===== config.mk =====
export PLATFORM = sky130hd
export DESIGN_NAME = bus_power_slot_regs
export DESIGN_NICKNAME = d
export VERILOG_FILES = /design/src/bus_power_slot_pkg.sv /design/src/bus_power_slot_regs.sv /design/src/frame_struct_shadow.sv
export SDC_FILE = /design/constraint.sdc
export NUM_CORES = 1
export LEC_CHECK = 0
export BUFFER_PORTS_ARGS = -buffer_cell sky130_fd_sc_hd__buf_4
export CAP_MARGIN = 15
export CORE_AREA = 2 2 64 72
export CTS_BUF_LIST = sky130_fd_sc_hd__clkbuf_8 sky130_fd_sc_hd__clkbuf_16
export CTS_CLUSTER_DIAMETER = 100
export DETAILED_ROUTE_END_ITERATION = 16
export DIE_AREA = 0 0 66 74
export MAX_ROUTING_LAYER = met4
export PLACE_DENSITY = 0.75
export SLEW_MARGIN = 20
export SYNTH_ARGS = -nofsm -noshare
export SYNTH_HDL_FRONTEND = slang
export SYNTH_SLANG_ARGS = --single-unit

===== constraint.sdc =====
create_clock -name clk -period 1.78 [get_ports clk]
set_input_delay 0.445 -clock clk [delete_from_list [all_inputs] [get_ports clk]]
set_output_delay 0.445 -clock clk [all_outputs]
set_load 0.02 [all_outputs]

===== src/bus_power_slot_pkg.sv =====
// Package with offsets, field positions, reset values and carrier types of the slot and switch register bank.
package bus_power_slot_pkg;
  localparam logic [7:0] OFF_INTERFACE_AVAILABILITY = 8'h00;
  localparam logic [7:0] OFF_BUS_POWER_SWITCH_CTRL = 8'h01;
  localparam logic [7:0] OFF_BROADCAST_DN_SLOT_COUNT = 8'h02;
  localparam logic [7:0] OFF_LOCAL_DN_SLOT_COUNT = 8'h03;

  localparam int POS_PERIPH_IFACE_PRESENT = 0;
  localparam int POS_POWER_SWITCH_ON = 0;
  localparam int POS_SWITCH_DIAG_ENABLE = 3;
  localparam int POS_SWITCH_MODE_LO = 4;
  localparam int POS_HOLD_SYNC_TO_NEXT = 6;
  localparam int POS_DN_SLOT_MASK_ENABLE = 7;
  localparam int SLOT_COUNT_WIDTH = 6;

  localparam logic [7:0] RST_BUS_POWER_SWITCH_CTRL = 8'h00;
  localparam logic [7:0] RST_BROADCAST_DN_SLOT_COUNT = 8'h00;
  localparam logic [7:0] RST_LOCAL_DN_SLOT_COUNT = 8'h00;
  localparam logic [7:0] SWITCH_CTRL_WRITABLE = 8'h79;
  localparam logic [7:0] BROADCAST_WRITABLE = 8'h3f;
  localparam logic [7:0] LOCAL_WRITABLE = 8'hbf;

  localparam logic [1:0] MODE_INT_NEG_EXT_POS = 2'h0;
  localparam logic [1:0] MODE_DN_UNPOWERED = 2'h1;
  localparam logic [1:0] MODE_SUPPLY_DIFFERS = 2'h2;
  localparam logic [1:0] MODE_RESERVED = 2'h3;

  typedef struct packed {
    logic valid;
    logic write;
    logic from_bus;
    logic [7:0] addr;
    logic [7:0] wdata;
  } reg_req_t;

  typedef struct packed {
    logic [SLOT_COUNT_WIDTH-1:0] broadcast_dn_count;
    logic [SLOT_COUNT_WIDTH-1:0] local_dn_count;
    logic dn_slot_mask_enable;
    logic local_slots_added;
  } frame_cfg_t;

  typedef struct packed {
    logic ext_switch_on_positive;
    logic dn_unpowered;
    logic supply_differs;
    logic mode_reserved;
  } switch_mode_t;
endpackage : bus_power_slot_pkg


===== src/bus_power_slot_regs.sv =====
// Register bank for interface capability, downstream power switch control and downstream slot counts.
//
// Contract
// - Capability bit 0 reports peripheral interface presence.
// - Switch control writable only over audio bus.
// - Forward sync after switch-on complete, unless held.
// - Hold bit withholds sync from next node.
// - Decode two-bit external switch mode field.
// - Downstream power only while switch enable set.
// - Broadcast count: slots captured and forwarded downstream.
// - Broadcast count ignored when any mask bit set.
// - Slot changes apply only on new structure.
// - Master node never uses broadcast count.
// - Mask enable clear: local slots captured, consumed.
// - Mask enable set: local slots added after passed.
// - Mask enable bit activates downstream slot masks.
`timescale 1ns/1ps
module bus_power_slot_regs (
  input wire logic clk, // System clock, 200 MHz.
  input wire logic rst, // Asynchronous reset, active high.
  input wire bus_power_slot_pkg::reg_req_t reg_req, // Register request from host port or audio bus.
  input wire logic periph_iface_strap, // Pin: peripheral two-wire interface fitted.
  input wire logic is_master, // High when this node is the bus master.
  input wire logic switch_on_done, // Switch-on-complete flag from the switch status logic.
  input wire logic apply_frame_structure, // One-cycle pulse of the new-structure command.
  input wire logic dn_rx_mask_any, // Any bit set in the downstream receive mask registers.
  output logic [7:0] rd_data, // Read data, valid with rd_valid.
  output logic rd_valid, // One-cycle pulse one cycle after a read request.
  output logic power_switch_on, // Drive bus power onto the downstream side.
  output logic switch_diag_enable, // Switch diagnosis mode.
  output bus_power_slot_pkg::switch_mode_t switch_mode, // Decoded external switch mode.
  output logic sync_to_next_en, // Forward synchronization packets to next node.
  output logic dn_slot_masks_active, // Per-slot downstream masks in force.
  output bus_power_slot_pkg::frame_cfg_t active_cfg // Slot structure in force.
);
  logic strap_meta;
  logic strap_sync;
  logic [7:0] switch_ctrl;
  logic [7:0] broadcast_count;
  logic [7:0] local_count;
  logic [7:0] next_rd_data;
  // Decoded requests, one per register that takes writes, plus the read strobe.
  logic rd_req;
  logic wr_switch;
  logic wr_broadcast;
  logic wr_local;

  // True when a request of the given kind targets the given offset.
  function automatic logic reg_hit(input bus_power_slot_pkg::reg_req_t req, input logic is_write,
                                   input logic [7:0] offset);
    reg_hit = req.valid && (req.write == is_write) && (req.addr == offset);
  endfunction : reg_hit

  // One-hot view of the external switch mode field, so the switch logic needs no decoder of its own.
  function automatic bus_power_slot_pkg::switch_mode_t decode_switch_mode(input logic [1:0] mode_field);
    bus_power_slot_pkg::switch_mode_t mode_onehot;
    mode_onehot = '0;
    case (mode_field)
      bus_power_slot_pkg::MODE_INT_NEG_EXT_POS: begin
        mode_onehot.ext_switch_on_positive = 1'b1;
      end
      bus_power_slot_pkg::MODE_DN_UNPOWERED: begin
        mode_onehot.dn_unpowered = 1'b1;
      end
      bus_power_slot_pkg::MODE_SUPPLY_DIFFERS: begin
        mode_onehot.supply_differs = 1'b1;
      end
      default: begin
        mode_onehot.mode_reserved = 1'b1;
      end
    endcase
    return mode_onehot;
  endfunction : decode_switch_mode

  // The pin is asynchronous to clk, so it is resynchronised before the capability bit reads it.
  always_ff @(posedge clk or posedge rst) begin
    if (rst) begin
      strap_meta <= 1'b0;
      strap_sync <= 1'b0;
    end else begin
      strap_meta <= periph_iface_strap;
      strap_sync <= strap_meta;
    end
  end

  // Writes to the capability offset match no register here and are therefore dropped.
  assign rd_req = reg_req.valid && !reg_req.write;
  assign wr_switch = reg_req.from_bus
                     && reg_hit(reg_req, 1'b1, bus_power_slot_pkg::OFF_BUS_POWER_SWITCH_CTRL);

  assign wr_broadcast = reg_hit(reg_req, 1'b1, bus_power_slot_pkg::OFF_BROADCAST_DN_SLOT_COUNT);
  assign wr_local = reg_hit(reg_req, 1'b1, bus_power_slot_pkg::OFF_LOCAL_DN_SLOT_COUNT);

  // Switch control takes writes from the audio bus only; a local host write is dropped silently.
  always_ff @(posedge clk or posedge rst) begin
    if (rst) begin
      switch_ctrl <= bus_power_slot_pkg::RST_BUS_POWER_SWITCH_CTRL;
    end else if (wr_switch) begin
      switch_ctrl <= reg_req.wdata & bus_power_slot_pkg::SWITCH_CTRL_WRITABLE;
    end
  end

  // Slot counts are staged here; the shadow copy only changes on the new-structure pulse.
  // Either port may write them, and counts from 33 to 63 are kept as written rather than clamped.
  always_ff @(posedge clk or posedge rst) begin
    if (rst) begin
      broadcast_count <= bus_power_slot_pkg::RST_BROADCAST_DN_SLOT_COUNT;
    end else if (wr_broadcast) begin
      broadcast_count <= reg_req.wdata & bus_power_slot_pkg::BROADCAST_WRITABLE;
    end
  end

  always_ff @(posedge clk or posedge rst) begin
    if (rst) begin
      local_count <= bus_power_slot_pkg::RST_LOCAL_DN_SLOT_COUNT;
    end else if (wr_local) begin
      local_count <= reg_req.wdata & bus_power_slot_pkg::LOCAL_WRITABLE;
    end
  end

  // Reads return zero for unmapped offsets and reserved bits.
  always_comb begin
    next_rd_data = 8'h00;
    case (reg_req.addr)
      bus_power_slot_pkg::OFF_INTERFACE_AVAILABILITY: begin
        next_rd_data[bus_power_slot_pkg::POS_PERIPH_IFACE_PRESENT] = strap_sync;
      end
      bus_power_slot_pkg::OFF_BUS_POWER_SWITCH_CTRL: begin
        next_rd_data = switch_ctrl;
      end
      bus_power_slot_pkg::OFF_BROADCAST_DN_SLOT_COUNT: begin
        next_rd_data = broadcast_count;
      end
      bus_power_slot_pkg::OFF_LOCAL_DN_SLOT_COUNT: begin
        next_rd_data = local_count;
      end
      default: begin
        next_rd_data = 8'h00;
      end
    endcase
  end

  // The read strobe lasts one cycle; the data holds until the next read so a slow host can pick it up.
  always_ff @(posedge clk or posedge rst) begin
    if (rst) begin
      rd_valid <= 1'b0;
    end else begin
      rd_valid <= rd_req;
    end
  end

  // Reads are answered for both ports alike.
  always_ff @(posedge clk or posedge rst) begin
    if (rst) begin
      rd_data <= 8'h00;
    end else if (rd_req) begin
      rd_data <= next_rd_data;
    end
  end

  // Switch outputs follow the register one cycle after a bus write.
  always_ff @(posedge clk or posedge rst) begin
    if (rst) begin
      power_switch_on <= 1'b0;
    end else begin
      power_switch_on <= switch_ctrl[bus_power_slot_pkg::POS_POWER_SWITCH_ON];
    end
  end

  // Diagnosis stays on only as long as software leaves the bit set.
  always_ff @(posedge clk or posedge rst) begin
    if (rst) begin
      switch_diag_enable <= 1'b0;
    end else begin
      switch_diag_enable <= switch_ctrl[bus_power_slot_pkg::POS_SWITCH_DIAG_ENABLE];
    end
  end

  // Sync waits for switch-on completion, so the next node never sees sync on an unpowered line.
  always_ff @(posedge clk or posedge rst) begin
    if (rst) begin
      sync_to_next_en <= 1'b0;
    end else begin
      sync_to_next_en <= switch_ctrl[bus_power_slot_pkg::POS_POWER_SWITCH_ON] && switch_on_done
                         && !switch_ctrl[bus_power_slot_pkg::POS_HOLD_SYNC_TO_NEXT];
    end
  end

  // The reserved mode code gets its own flag so that misprogramming is visible downstream.
  always_ff @(posedge clk or posedge rst) begin
    if (rst) begin
      switch_mode <= '0;
    end else begin
      switch_mode <= decode_switch_mode(switch_ctrl[bus_power_slot_pkg::POS_SWITCH_MODE_LO +: 2]);
    end
  end

  // The mask enable acts on the structure in force, so it switches together with the slot counts.
  always_ff @(posedge clk or posedge rst) begin
    if (rst) begin
      dn_slot_masks_active <= 1'b0;
    end else if (apply_frame_structure) begin
      dn_slot_masks_active <= local_count[bus_power_slot_pkg::POS_DN_SLOT_MASK_ENABLE];
    end
  end

  // The active slot structure lives in its own module so that frame logic sees only applied values.
  frame_struct_shadow u_shadow (
    .clk(clk),
    .rst(rst),
    .apply_frame_structure(apply_frame_structure),
    .is_master(is_master),
    .dn_rx_mask_any(dn_rx_mask_any),
    .staged_broadcast(broadcast_count),
    .staged_local(local_count),
    .active_cfg(active_cfg)
  );
endmodule : bus_power_slot_regs


===== src/frame_struct_shadow.sv =====
// Active copy of the downstream slot structure, loaded only when a new frame structure is applied.
`timescale 1ns/1ps
module frame_struct_shadow (
  input wire logic clk, // System clock.
  input wire logic rst, // Asynchronous reset, active high.
  input wire logic apply_frame_structure, // One-cycle pulse: new structure takes effect.
  input wire logic is_master, // High when this node is the bus master.
  input wire logic dn_rx_mask_any, // Any bit set in the four downstream receive mask registers.
  input wire logic [7:0] staged_broadcast, // Broadcast count register as written.
  input wire logic [7:0] staged_local, // Local count register as written.
  output bus_power_slot_pkg::frame_cfg_t active_cfg // Structure in force for the current frames.
);
  always_ff @(posedge clk or posedge rst) begin
    if (rst) begin
      active_cfg <= '0;
    end else if (apply_frame_structure) begin
      // A master ignores the broadcast count, and receive masks override it in a slave.
      if (is_master || dn_rx_mask_any) begin
        active_cfg.broadcast_dn_count <= '0;
      end else begin
        active_cfg.broadcast_dn_count <= staged_broadcast[bus_power_slot_pkg::SLOT_COUNT_WIDTH-1:0];
      end
      active_cfg.local_dn_count <= staged_local[bus_power_slot_pkg::SLOT_COUNT_WIDTH-1:0];
      active_cfg.dn_slot_mask_enable <= staged_local[bus_power_slot_pkg::POS_DN_SLOT_MASK_ENABLE];
      active_cfg.local_slots_added <= staged_local[bus_power_slot_pkg::POS_DN_SLOT_MASK_ENABLE];
    end
  end
endmodule : frame_struct_shadow


==> summary.md <==
Gates resized during post-CTS repair numbered 0. Entering global routing, the biggest net connects 50 pins. The initial antenna violation count was 0. For this design the ratio of total power to cell area is 754 nW/um^2.

The arrival time at the worst endpoint is 1.93 ns. The detail route stage leaves a number of antenna-violating nets equal to 0. The via density per instance is 5.28.

Of the synthesized area, sequential elements account for 61.5%. In this run, synthesis inferred 0 flip-flops with an integrated enable. Starting DRC count in detailed routing: 68. For the pin with the worst max-slew slack, the measured transition is 0.416 ns. Measured along the y axis, the die boundary spans 74 um. The post-synth net total was 177; the worst max-slew margin expressed relative to the limit was 72.0%. After clock tree synthesis, the setup repair step added 0 buffers.

The via count of the first global-routing pass was 1442; the number of max-cap violations was 0. The flow ran to the end, and the final reports show no timing, DRC or antenna violations. After synthesis, the share of flip-flops with an asynchronous set or reset is 100%.

The critical path goes through buf_4, or4_4, nor4_4, mux2_2. The number of antenna cells inserted came out at 0. For the core area, the log shows 4190 sq um. By count the netlist is led by 49 x sky130_fd_sc_hd__dfrtp_1, 28 x sky130_fd_sc_hd__mux2_2, 9 x sky130_fd_sc_hd__inv_1, 9 x sky130_fd_sc_hd__nand2_1, 9 x sky130_fd_sc_hd__o21ai_0. Among all cell types in the netlist, the one instantiated most often is sky130_fd_sc_hd__dfrtp_1. The tools report the peak supply drop as 0.653 mV. STA classifies the critical path endpoint as a flip-flop. The wire-length estimate of the detail-placed layout is 3.24 mm. On the worst path, the slowest cell contributes a delay of 0.57 ns. The die covers 4880 sq um. In this run the static leakage power is 1.32 nW. For the final routed database, the setup TNS stands at 0 ns. The first detailed-routing pass took 4 iterations. Along the worst path, the maximum fanout reaches 5. The required time at the endpoint of the critical path was 1.96 ns. The later pin in the worst-skew pair is clocked with a latency of 0.30 ns. Source of the worst register-to-register timing path: switch_ctrl[0]. Input and output buffers added on the ports amount to 56.

The die width works out to 66 um. Source of the critical timing path: reg_req[13]. The ratio of final minimum period to clock period works out to 97.9%. Top achievable clock speed: 574 MHz.

In this run the clock root is driven by a sky130_fd_sc_hd__clkbuf_8. Pin placement for this block handled 57 I/O pins. In the routed design, unresolved DRC markers number 0.

The number of library cell types mapped by synthesis is 26. The tightest min-delay check is of the in2async type. sky130_fd_sc_hd__dfrtp_1 takes more of the synthesized area than any other cell.

The worst setup path is launched from a primary input. The kind of cell with the highest combined delay along the critical path is simple AND/OR/NAND/NOR gates. The count of final max-slew check failures is 0, and the count of synthesis-stage warnings from yosys is 0. The first global-routing pass estimated 7.06 mm of wire.

Setup violations remaining at the end of the flow were counted as 0. In this run the number of H-tree levels came out at 2. The cell area after synthesis was 1990 sq um. The routed length per instance was 16.4 um. The share of final-layout standard cells stronger than drive strength 1 was 47.9%. For this run, the leading register cell type out of synthesis is sky130_fd_sc_hd__dfrtp_1. Aggregate routed wire length: 4.38 mm.

The power after layout was 0.00196 W; the total grt overflow was 0. The clock net in this run drives a total of 49 sinks. The initial core utilization came out at 47.6%. After synthesis, the cell types taking the most area are sky130_fd_sc_hd__dfrtp_1 62%, sky130_fd_sc_hd__mux2_2 16%, sky130_fd_sc_hd__o21ai_0 2.3%.

The run gives 0.00315 ns as the final setup skew. For the finished layout, the period the worst path requires is 1.74 ns. The slowest stage cell on the critical path is sky130_fd_sc_hd__or4_4. The synthesized netlist cell count was 151. The total clock buffers created by CTS is 5, and the area growth from synthesis to layout is 30.8%. The final layout contains 239 nets. The filler cells instantiated in the layout total 347. After clock tree synthesis, the clock-pin slew on the worst setup and hold paths is 0.08 ns.

The start-to-end type of the worst setup path was in2reg. Setup repair after global routing left no endpoint under its margin. The clock passes through at most 2 buffers.

Summed over its instances, the top area cell type makes up 61.5% of the synthesized netlist area. TritonCTS built the clock tree. After synthesis, the mean cell area works out to 13.2 sq um.

The final weighted congestion of routability-driven global placement was 0.774. The number of failing hold endpoints at the final stage is 0. The number of buffers and inverters on the critical path came out at 1.

The register bit total from synthesis is 49, and the count of vias placed by the detailed router is 1411. The initialized floorplan defines 25 standard-cell rows. The logs give 0 for the number of buffers inserted by hold repair at cts and 20.4% for the overall fraction of global-route tracks in use.
==> kinds of logic after synthesis <==
group                  Yosys count  synth area share [%]
and+or+nand+nor                 38                  11.7
muxes                           31                  18.0
AOI/OAI and AO/OA               17                  5.40
DFF                             49                  61.5
buffers and inverters           16                  3.45
==> worst min-delay path, cell delays in order <==
cell and delay, ns:
sky130_fd_sc_hd__buf_4 0.11, sky130_fd_sc_hd__inv_2 0.06, sky130_fd_sc_hd__buf_12 0.25
==> sequential cells by signal, summed over array words and instances (netlist names), 4 cells and up <==
signal and cells:
broadcast_count 6, local_count 7, rd_data 8, switch_ctrl 5
switch_mode 4, u_shadow.active_cfg 12
==> placed cells by master (no fill, tap or decap), drive strengths merged, types with 2 or more instances in the layout <==
master / n
nand2: 9
nor2b: 3
buf: 62
a22oi: 3
o41ai: 2
nand3: 8
inv: 10
mux2: 28
mux2i: 2
nor2: 4
nand4b: 2
o21ai: 9
o31ai: 3
clkbuf: 6
dfrtp: 49
and2: 2
nor4: 2
nand4: 3
==> layout make-up <==
cell class	instances	area, sq um	area share [%]
Clock buffer	6	82.6	3.17
Clock inverter	1	3.75	0.144
Inverter	9	33.8	1.30
Multi-Input combinational cell	86	702	26.9
Sequential cell	49	1230	47.0
Tap cell	54	67.6	2.59
Timing Repair Buffer	62	490	18.8
==> routing by layer <==
layer	global-route usage, %	wire length, um
met1	21.5	1670
met2	35.2	2390
met3	5.90	185
met4	9.75	125
met5	-	0
==> through the flow <==
step                      hold slack (ns)  worst slack [ns]  utilization [%]  cells  cell area [sq um]
after floorplan                     0.331           -0.0482                -    151               2000
after global routing                0.198           0.00584             62.2    267               2610
final                               0.176            0.0377             62.2    267               2610
after global placement              0.335            -0.227             60.1    260               2520
after CTS                           0.192            0.0263             62.2    267               2610
after detailed placement            0.340            -0.292             60.1    260               2520
==> path summary, 6_finish.rpt <==
check	slack [ns]	cells after the start	endpoint
hold reg to reg	0.36	0	strap_sync
hold / removal	0.18	3	strap_meta
setup / recovery	0.04	4	switch_ctrl[5]
min in group clk	0.25	1	strap_meta
setup reg to reg	0.59	3	rd_data[0]
max in group asynchronous	1.38	3	u_shadow.active_cfg[9]
==> where the power goes <==
| part | leakage, nW | internal (W) | switching (W) | total [W] |
|---|---|---|---|---|
| Combinational | 0.603 | 0.0000841 | 0.0000949 | 0.000179 |
| Clock | 0.0485 | 0.000303 | 0.000335 | 0.000638 |
| Sequential | 0.672 | 0.00113 | 0.0000140 | 0.00115 |
(Power assumes the default switching activity.)
